[src/verilog/pcdl_pkg.sv]
// package of constants and types for pc card data lane steering
`default_nettype none
package pcdl_pkg;
	// register addresses on the control bus
	localparam logic [31:0] BUS_CONFIG_ONE_ADDR = 32'hffffff60;
	localparam logic [31:0] BUS_CONFIG_TWO_ADDR = 32'hfffff62;
	localparam logic [15:0] BUS_CONFIG_ONE_RST  = 16'h0000;
	localparam logic [15:0] BUS_CONFIG_TWO_RST  = 16'h0000;
	// field positions
	localparam int          MEM_WIDE_BIT        = 0;  // bus_config_one: memory card is 16 bit
	localparam int          IO_WIDE_BIT         = 1;  // bus_config_one: io card is 16 bit
	localparam int          PORT_SEL_BIT        = 0;  // bus_config_two: upper_lane_port_select
	localparam logic [15:0] BUS_CONFIG_ONE_MASK = 16'h0003;
	localparam logic [15:0] BUS_CONFIG_TWO_MASK = 16'h0001;
	// register access sizes
	localparam logic [1:0]  ACC_BYTE            = 2'h0;
	localparam logic [1:0]  ACC_WORD            = 2'h1;
	localparam logic [1:0]  ACC_LONG            = 2'h2;
	// top lanes driven when the port is selected (bits 31 and 30)
	localparam logic [7:0]  TOP_LANE_OE         = 8'hc0;
	localparam int          WAIT_W              = 3;
	localparam logic [WAIT_W-1:0] WAIT_ZERO     = 3'h0;
	// card cycle states
	typedef enum logic [3:0] {
		PCDL_IDLE    = 4'h1,
		PCDL_ACTIVE  = 4'h2,
		PCDL_STRETCH = 4'h4,
		PCDL_FINISH  = 4'h8
	} pcdl_state_t;
endpackage : pcdl_pkg
`default_nettype wire

[src/verilog/pcdl_lane.sv]
// one registered byte lane group with its output enables
`default_nettype none
module pcdl_lane #(
	parameter int WIDTH = 8
) (
	input  wire logic             clk,
	input  wire logic             rst,
	input  wire logic [WIDTH-1:0] drive_en,
	input  wire logic [WIDTH-1:0] drive_data,
	output logic      [WIDTH-1:0] pin_out,
	output logic      [WIDTH-1:0] pin_oe
);
	typedef struct packed {
		logic [WIDTH-1:0] data;
		logic [WIDTH-1:0] oe;
	} pcdl_lane_t;

	pcdl_lane_t lane_reg;
	pcdl_lane_t lane_next;

	// next lane value follows the request
	always_comb begin
		lane_next      = lane_reg;
		lane_next.data = drive_data;
		lane_next.oe   = drive_en;
	end

	// lanes released to high impedance in reset
	always_ff @(posedge clk) begin
		if (rst) begin
			lane_reg <= '0;
		end else begin
			lane_reg <= lane_next;
		end
	end

	assign pin_out = lane_reg.data;
	assign pin_oe  = lane_reg.oe;
endmodule : pcdl_lane
`default_nettype wire

[src/verilog/pcdl_steer.sv]
// pc card data lane steering top: bus config registers, card cycle, lanes
//
// Summary of operation
// - eight bit card: all transfers on lanes 7..0, lanes 15..8 high impedance.
// - sixteen bit card: byte reads take even from 15..8, odd from 7..0; byte writes and words use both.
// - lanes 23..16 high impedance unless port selected, then follow port settings.
// - lanes 31..24 high impedance unless port selected, then only 31,30 drive.
// - wait input ignored when wait count is zero, sampled otherwise.
`default_nettype none
module pcdl_steer (
	input  wire logic                       clk,
	input  wire logic                       rst,
	// control register port
	input  wire logic                       reg_sel,
	input  wire logic                       reg_write,
	input  wire logic [31:0]                reg_addr,
	input  wire logic [1:0]                 reg_size,
	input  wire logic [15:0]                reg_wdata,
	output logic      [15:0]                reg_rdata,
	// card access from the core
	input  wire logic                       acc_start,
	input  wire logic                       acc_write,
	input  wire logic                       acc_io,
	input  wire logic                       acc_odd,
	input  wire logic [1:0]                 acc_size,
	input  wire logic [15:0]                acc_wdata,
	input  wire logic [pcdl_pkg::WAIT_W-1:0] acc_wait_cfg,
	output logic                            acc_busy,
	output logic                            acc_done,
	output logic      [15:0]                acc_rdata,
	// port settings for the upper lanes
	input  wire logic [7:0]                 port_dir,
	input  wire logic [7:0]                 port_data,
	input  wire logic [1:0]                 port_top_data,
	// card pins
	input  wire logic                       card_wait_n,
	input  wire logic [31:0]                data_in,
	output logic      [31:0]                data_out,
	output logic      [31:0]                data_oe,
	output logic                            upper_lane_port_select
);
	typedef struct packed {
		pcdl_pkg::pcdl_state_t       state;
		logic [pcdl_pkg::WAIT_W-1:0] count;
		logic [pcdl_pkg::WAIT_W-1:0] wait_cfg;
		logic                        write;
		logic                        io;
		logic                        odd;
		logic [1:0]                  size;
		logic [15:0]                 wdata;
		logic [15:0]                 rdata;
		logic                        done;
		logic [15:0]                 cfg_one;
		logic [15:0]                 cfg_two;
		logic [15:0]                 reg_rd;
	} pcdl_state_rec_t;

	pcdl_state_rec_t st_reg;
	pcdl_state_rec_t st_next;

	logic        wide;
	logic        in_cycle;
	logic        hit_one;
	logic        hit_two;
	logic        size_ok;
	logic        port_on;
	logic [7:0]  lo_en;
	logic [7:0]  hi_en;
	logic [7:0]  lo_dat;
	logic [7:0]  hi_dat;
	logic [7:0]  u_en;
	logic [7:0]  u_dat;
	logic [7:0]  t_en;
	logic [7:0]  t_dat;
	logic [15:0] sample;

	// register decode
	assign hit_one = reg_sel && (reg_addr == pcdl_pkg::BUS_CONFIG_ONE_ADDR);
	assign hit_two = reg_sel && (reg_addr == pcdl_pkg::BUS_CONFIG_TWO_ADDR);
	assign size_ok = (reg_size == pcdl_pkg::ACC_WORD);

	// width of the card in the current area
	assign wide     = st_reg.io ? st_reg.cfg_one[pcdl_pkg::IO_WIDE_BIT]
	                            : st_reg.cfg_one[pcdl_pkg::MEM_WIDE_BIT];
	assign in_cycle = (st_reg.state == pcdl_pkg::PCDL_ACTIVE) ||
	                  (st_reg.state == pcdl_pkg::PCDL_STRETCH);
	assign port_on  = st_reg.cfg_two[pcdl_pkg::PORT_SEL_BIT];

	// lanes 15..0 for writes
	always_comb begin
		lo_en  = 8'h00;
		hi_en  = 8'h00;
		lo_dat = 8'h00;
		hi_dat = 8'h00;
		if (in_cycle && st_reg.write) begin
			if (!wide) begin
				lo_en  = 8'hff;
				lo_dat = st_reg.wdata[7:0];
			end else if (st_reg.size == pcdl_pkg::ACC_BYTE) begin
				lo_en  = 8'hff;
				hi_en  = 8'hff;
				lo_dat = st_reg.wdata[7:0];
				hi_dat = st_reg.wdata[7:0];
			end else begin
				lo_en  = 8'hff;
				hi_en  = 8'hff;
				lo_dat = st_reg.wdata[7:0];
				hi_dat = st_reg.wdata[15:8];
			end
		end
	end

	// upper lanes: port or high impedance
	always_comb begin
		u_en  = 8'h00;
		u_dat = 8'h00;
		t_en  = 8'h00;
		t_dat = 8'h00;
		if (port_on) begin
			u_en  = port_dir;
			u_dat = port_data;
			t_en  = pcdl_pkg::TOP_LANE_OE;
			t_dat = {port_top_data, 6'h00};
		end
	end

	// read data gathered from the valid lanes
	always_comb begin
		sample = 16'h0000;
		if (!wide) begin
			sample = {8'h00, data_in[7:0]};
		end else if (st_reg.size != pcdl_pkg::ACC_BYTE) begin
			sample = data_in[15:0];
		end else if (st_reg.odd) begin
			sample = {8'h00, data_in[7:0]};
		end else begin
			sample = {8'h00, data_in[15:8]};
		end
	end

	// next state of registers and card cycle
	always_comb begin
		st_next      = st_reg;
		st_next.done = 1'b0;
		st_next.reg_rd = 16'h0000;
		if (reg_sel && !reg_write && size_ok) begin
			if (hit_one) begin
				st_next.reg_rd = st_reg.cfg_one;
			end else if (hit_two) begin
				st_next.reg_rd = st_reg.cfg_two;
			end
		end
		if (reg_sel && reg_write && size_ok) begin
			if (hit_one) begin
				st_next.cfg_one = reg_wdata & pcdl_pkg::BUS_CONFIG_ONE_MASK;
			end else if (hit_two) begin
				st_next.cfg_two = reg_wdata & pcdl_pkg::BUS_CONFIG_TWO_MASK;
			end
		end
		case (st_reg.state)
			pcdl_pkg::PCDL_IDLE: begin
				if (acc_start) begin
					st_next.state    = pcdl_pkg::PCDL_ACTIVE;
					st_next.count    = acc_wait_cfg;
					st_next.wait_cfg = acc_wait_cfg;
					st_next.write    = acc_write;
					st_next.io       = acc_io;
					st_next.odd      = acc_odd;
					st_next.size     = acc_size;
					st_next.wdata    = acc_wdata;
				end
			end
			pcdl_pkg::PCDL_ACTIVE: begin
				if (st_reg.count != pcdl_pkg::WAIT_ZERO) begin
					st_next.count = st_reg.count - 3'h1;
				end else if ((st_reg.wait_cfg != pcdl_pkg::WAIT_ZERO) && !card_wait_n) begin
					st_next.state = pcdl_pkg::PCDL_STRETCH;
				end else begin
					st_next.state = pcdl_pkg::PCDL_FINISH;
				end
			end
			pcdl_pkg::PCDL_STRETCH: begin
				if (card_wait_n) begin
					st_next.state = pcdl_pkg::PCDL_FINISH;
				end
			end
			pcdl_pkg::PCDL_FINISH: begin
				if (!st_reg.write) begin
					st_next.rdata = sample;
				end
				st_next.done  = 1'b1;
				st_next.state = pcdl_pkg::PCDL_IDLE;
			end
			default: begin
				st_next.state = pcdl_pkg::PCDL_IDLE;
			end
		endcase
	end

	// state register
	always_ff @(posedge clk) begin
		if (rst) begin
			st_reg         <= '0;
			st_reg.state   <= pcdl_pkg::PCDL_IDLE;
			st_reg.cfg_one <= pcdl_pkg::BUS_CONFIG_ONE_RST;
			st_reg.cfg_two <= pcdl_pkg::BUS_CONFIG_TWO_RST;
		end else begin
			st_reg <= st_next;
		end
	end

	// lane drivers, one per byte lane
	pcdl_lane #(.WIDTH(8)) u_lane0 (
		.clk        (clk),
		.rst        (rst),
		.drive_en   (lo_en),
		.drive_data (lo_dat),
		.pin_out    (data_out[7:0]),
		.pin_oe     (data_oe[7:0])
	);
	pcdl_lane #(.WIDTH(8)) u_lane1 (
		.clk        (clk),
		.rst        (rst),
		.drive_en   (hi_en),
		.drive_data (hi_dat),
		.pin_out    (data_out[15:8]),
		.pin_oe     (data_oe[15:8])
	);
	pcdl_lane #(.WIDTH(8)) u_lane2 (
		.clk        (clk),
		.rst        (rst),
		.drive_en   (u_en),
		.drive_data (u_dat),
		.pin_out    (data_out[23:16]),
		.pin_oe     (data_oe[23:16])
	);
	pcdl_lane #(.WIDTH(8)) u_lane3 (
		.clk        (clk),
		.rst        (rst),
		.drive_en   (t_en),
		.drive_data (t_dat),
		.pin_out    (data_out[31:24]),
		.pin_oe     (data_oe[31:24])
	);

	assign reg_rdata              = st_reg.reg_rd;
	assign acc_busy               = (st_reg.state != pcdl_pkg::PCDL_IDLE);
	assign acc_done               = st_reg.done;
	assign acc_rdata              = st_reg.rdata;
	assign upper_lane_port_select = port_on;
endmodule : pcdl_steer
`default_nettype wire

[config.mk]
export PLATFORM = sky130hd
export DESIGN_NAME = pcdl_steer
export DESIGN_NICKNAME = d
export VERILOG_FILES = /design/src/verilog/pcdl_pkg.sv /design/src/verilog/pcdl_lane.sv /design/src/verilog/pcdl_steer.sv
export SDC_FILE = /design/constraint.sdc
export NUM_CORES = 1
export LEC_CHECK = 0
export ABC_AREA = 1
export BUFFER_PORTS_ARGS = -buffer_cell sky130_fd_sc_hd__buf_2
export CORE_ASPECT_RATIO = 0.7
export CORE_UTILIZATION = 47
export DETAILED_ROUTE_END_ITERATION = 10
export PLACE_DENSITY_LB_ADDON = 0.2
export SKIP_CTS_REPAIR_TIMING = 1
export SLEW_MARGIN = 5
export SYNTH_ARGS = -nofsm -noshare
export SYNTH_HDL_FRONTEND = slang
export SYNTH_SLANG_ARGS = --single-unit
[constraint.sdc]
create_clock -name clk -period 3.86 [get_ports clk]
set_clock_uncertainty 0.1 [all_clocks]
set_input_delay 0.193 -clock clk [delete_from_list [all_inputs] [get_ports clk]]
set_output_delay 0.193 -clock clk [all_outputs]
set_load 0.02 [all_outputs]
==> qor.csv <==
stage;metric;value;unit
sta;count of final max-slew check failures;0;
critical_path;category of the critical setup timing path;reg -> reg;
clocking;clock latency on the worst-skew pair;0.33;ns
sta;setup repair after global routing missed its margin;no;
drt;vias per cell;4.563;
clocking;clock root buffer master;sky130_fd_sc_hd__clkbuf_16;
synthesis;total number of yosys warnings;0;
synthesis;fraction of the yosys area taken by sequential cells;0.4648;
sta;timing-limited maximum frequency;428.0;MHz
die;chip width;110.5;µm
pwr;Static Leakage;2.607;nW
drt;total vias in the final route;3454;
critical_path;data required time of the critical path;4.02;ns
drt;routed wirelength normalized by instance count;11.65;µm
sta;Setup TNS;0;ns
run_status;outcome;complete, but fails checks;
die;number of ports placed on the die boundary;229;
clocking;clock transition time at the flip-flop clock pins of the worst setup and hold paths;0.06;ns
die;CORE AREA;7939;µm²
synthesis;most instantiated library cell after synthesis;sky130_fd_sc_hd__dfxtp_1;
clocking;maximum buffer depth of the clock tree;2;
clocking;Clock Sink Count;90;
synthesis;share of synthesized flip-flops with an asynchronous set or reset;0;
synthesis;cell area after synthesis;3876;µm²
critical_path;Critical Path Fanout Max;40;
synthesis;Avg Inst Size Synth;7.784;µm²
sta;Worst Max-Slew Pin Slew;0.8935;ns
drt;detailed-routing iteration count for the pre-antenna-repair pass;4;
sta;final cycle utilization of the critical path;0.6053;
drt;Iteration-0 DRC Markers;138;
cells_and_area;share of cells above drive strength 1;0.3216;
placed_design;Placer Congestion;0.8653;
global_route;antenna violations before repair;0;
sta;count of endpoints failing setup in the final report;0;
placed_design;estimated wirelength of the detail-placed design;6.413;mm
sta;Final Hold Fails;1;
global_route;GRT Util Overall;0.2018;
clocking;CTS Buf Count;9;
sta;worst slack on hold paths;-0.009111;ns
cells_and_area;area delta synth->final;27.86;%
drt;post-route DRC violation count;0;
critical_path;CP Capture Type;flip-flop;
die;overall die area;8620;µm²
synthesis;cells after synthesis;498;
drt;detailed-route wire length;8.816;mm
critical_path;WP data arrival;2.50;ns
critical_path;beginning of the worst register-to-register path;st_reg[94];
global_route;wire length of the first global-routing pass;13.73;mm
clocking;TritonCTS clock tree;done;
pwr;total power per unit cell area;461.4;nW/µm²
cells_and_area;post-layout net count;783;
die;Die Y;77.98;µm
worst_hold_path;hold path start;reg_wdata[1];
sta;worst-case headroom to the max-slew limit;0.4037;
placed_design;pre-CTS WS;1.519;ns
synthesis;leading area contributor after synthesis;sky130_fd_sc_hd__dfxtp_1;
synthesis;ys flop type;sky130_fd_sc_hd__dfxtp_1;
drt;number of nets with antenna violations after detailed routing;0;
global_route;maximum number of pins on one net before global-route repair;41;
critical_path;critical path launch point;st_reg[94];
sta;worst setup slack after layout;1.523;ns
die;effective utilization at floorplan;0.4883;
sta;Final Critical Period;2.337;ns
synthesis;count of state elements after synthesis;90;
synthesis;portion of synthesized cell area occupied by the leading cell type;0.4648;
synthesis;number of synthesized flops with an enable pin;0;
placed_design;total of buffers placed on input and output ports;172;
synthesis;number of library cell types mapped by synthesis;27;
global_route;total congestion overflow;0;
die;cell row count;27;
run;number of maximum-capacitance constraint violations;0;
worst_hold_path;Hold WC Path Type;in -> reg;
cells_and_area;number of antenna diodes;0;
critical_path;element type at the critical path start;flip-flop;
pwr;highest ir drop seen on vdd;337.5;µV
run_status;violations in the final reports;negative hold slack;
global_route;vias in the first global route;2916;
clocking;Max H-tree Level;3;
synthesis;ranking of synthesized cells by area;sky130_fd_sc_hd__dfxtp_1 (46%), sky130_fd_sc_hd__buf_4 (12%), sky130_fd_sc_hd__nor2_1 (7.2%), sky130_fd_sc_hd__inv_1 (6.2%), sky130_fd_sc_hd__nand2_1 (5.4%);
synthesis;leading post-synthesis cells by instance count;sky130_fd_sc_hd__dfxtp_1 (90), sky130_fd_sc_hd__nor2_1 (74), sky130_fd_sc_hd__inv_1 (64);
cells_and_area;flip-flop count of the largest register, all copies and words added;33;
-- report_power, final --
group	internal, mW	total [mW]	switching (mW)
clock network	0.571	0.929	0.358
logic	0.125	0.352	0.226
registers	0.982	1.01	0.0236
-- worst max-delay path, stage by stage, from the launching register on --
cell	delay (ns)
sky130_fd_sc_hd__dfxtp_1	0.31
sky130_fd_sc_hd__inv_1	0.13
sky130_fd_sc_hd__nand2_1	0.11
sky130_fd_sc_hd__nor3_4	0.44
sky130_fd_sc_hd__nand2_2	0.55
sky130_fd_sc_hd__nand2_1	0.34
sky130_fd_sc_hd__o21ai_0	0.11
sky130_fd_sc_hd__a21oi_1	0.16
-- cell families (layout without fill, tap and decap cells) --
| family | after synthesis | after routing | share of synthesized area |
|---|---|---|---|
| adder cells (fa/ha/maj) | 2 | 2 | 0.006455 |
| AND/OR/NAND/NOR | 185 | 185 | 0.2163 |
| flip-flops | 90 | 90 | 0.4648 |
| buffers and inverters | 143 | 276 | 0.1998 |
| AO/OA/AOI/OAI | 77 | 77 | 0.1117 |
| other | 1 | 26 | 0.0009674 |
-- cell usage in the layout, fill, tap and decap left out --
| cell type | Yosys | final |
|---|---|---|
| sky130_fd_sc_hd__nand2_2 | 2 | 2 |
| sky130_fd_sc_hd__inv_1 | 64 | 64 |
| sky130_fd_sc_hd__nor2_4 | 2 | 2 |
| sky130_fd_sc_hd__inv_2 | 4 | 4 |
| sky130_fd_sc_hd__clkbuf_16 | 0 | 9 |
| sky130_fd_sc_hd__a31o_2 | 1 | 1 |
| sky130_fd_sc_hd__nand2_1 | 56 | 56 |
| sky130_fd_sc_hd__dlygate4sd3_1 | 0 | 18 |
| sky130_fd_sc_hd__a21oi_1 | 38 | 38 |
| sky130_fd_sc_hd__nand3_1 | 34 | 34 |
| sky130_fd_sc_hd__nor3_4 | 2 | 2 |
| sky130_fd_sc_hd__buf_4 | 60 | 1 |
| sky130_fd_sc_hd__nand2_4 | 1 | 1 |
| sky130_fd_sc_hd__ha_1 | 2 | 2 |
| sky130_fd_sc_hd__inv_6 | 0 | 1 |
| sky130_fd_sc_hd__a22oi_1 | 8 | 8 |
| sky130_fd_sc_hd__clkinv_4 | 0 | 2 |
| sky130_fd_sc_hd__bufinv_16 | 0 | 2 |
| sky130_fd_sc_hd__conb_1 | 1 | 26 |
| sky130_fd_sc_hd__nand3_2 | 1 | 1 |
| sky130_fd_sc_hd__a31oi_1 | 3 | 3 |
| sky130_fd_sc_hd__o211ai_1 | 8 | 8 |
| sky130_fd_sc_hd__nand4_4 | 1 | 1 |
| sky130_fd_sc_hd__nor2_1 | 74 | 74 |
| sky130_fd_sc_hd__o21ai_0 | 19 | 19 |
| sky130_fd_sc_hd__nor3_1 | 4 | 4 |
| sky130_fd_sc_hd__clkinvlp_4 | 0 | 2 |
| sky130_fd_sc_hd__dfxtp_1 | 90 | 90 |
| sky130_fd_sc_hd__buf_2 | 4 | 172 |
| sky130_fd_sc_hd__clkinv_1 | 1 | 1 |
| sky130_fd_sc_hd__nor2_2 | 8 | 8 |
-- final cells by class --
class / count / area [µm²]
clock inverter: 7 / 101.3
fill: 730 / 2983
sequential: 90 / 1802
multi-input combinational: 290 / 1394
tap: 101 / 126.4
timing repair buffer: 191 / 1049
inverter: 69 / 259.0
clock buffer: 9 / 225.2
-- per-layer routing --
| metal | track usage | vias to the layer above | wire length (µm) |
|---|---|---|---|
| li1 | - | 1784 | - |
| met1 | 0.2458 | 1539 | 3868 |
| met2 | 0.3373 | 125 | 4380 |
| met3 | 0.06172 | 6 | 493 |
| met4 | 0.07467 | 0 | 74 |
| met5 | 0 | - | 0 |
-- path summary, 6_finish.rpt --
kind | end | slack, ns | cells after the start
max | st_reg[91] | 1.52 | 7
min reg2reg | u_lane0.pin_out[7] | 0.36 | 2
max reg2reg | st_reg[91] | 1.52 | 7
min | st_reg[33] | -0.009 | 3
-- through the flow --
stage	hold slack, ns	cell area, µm²	power, mW	instances	utilization
3_5_place_dp	0.3123	4449	1.364	723	0.5604
4_1_cts	-0.05269	4776	2.305	739	0.6016
6_report	-0.009111	4956	2.287	757	0.6243
2_1_floorplan	0.1723	3970	1.293	523	-
5_1_grt	0.008609	4956	2.414	757	0.6243
3_3_place_gp	0.3052	4449	1.357	723	0.5604
(Power assumes the default switching activity.)
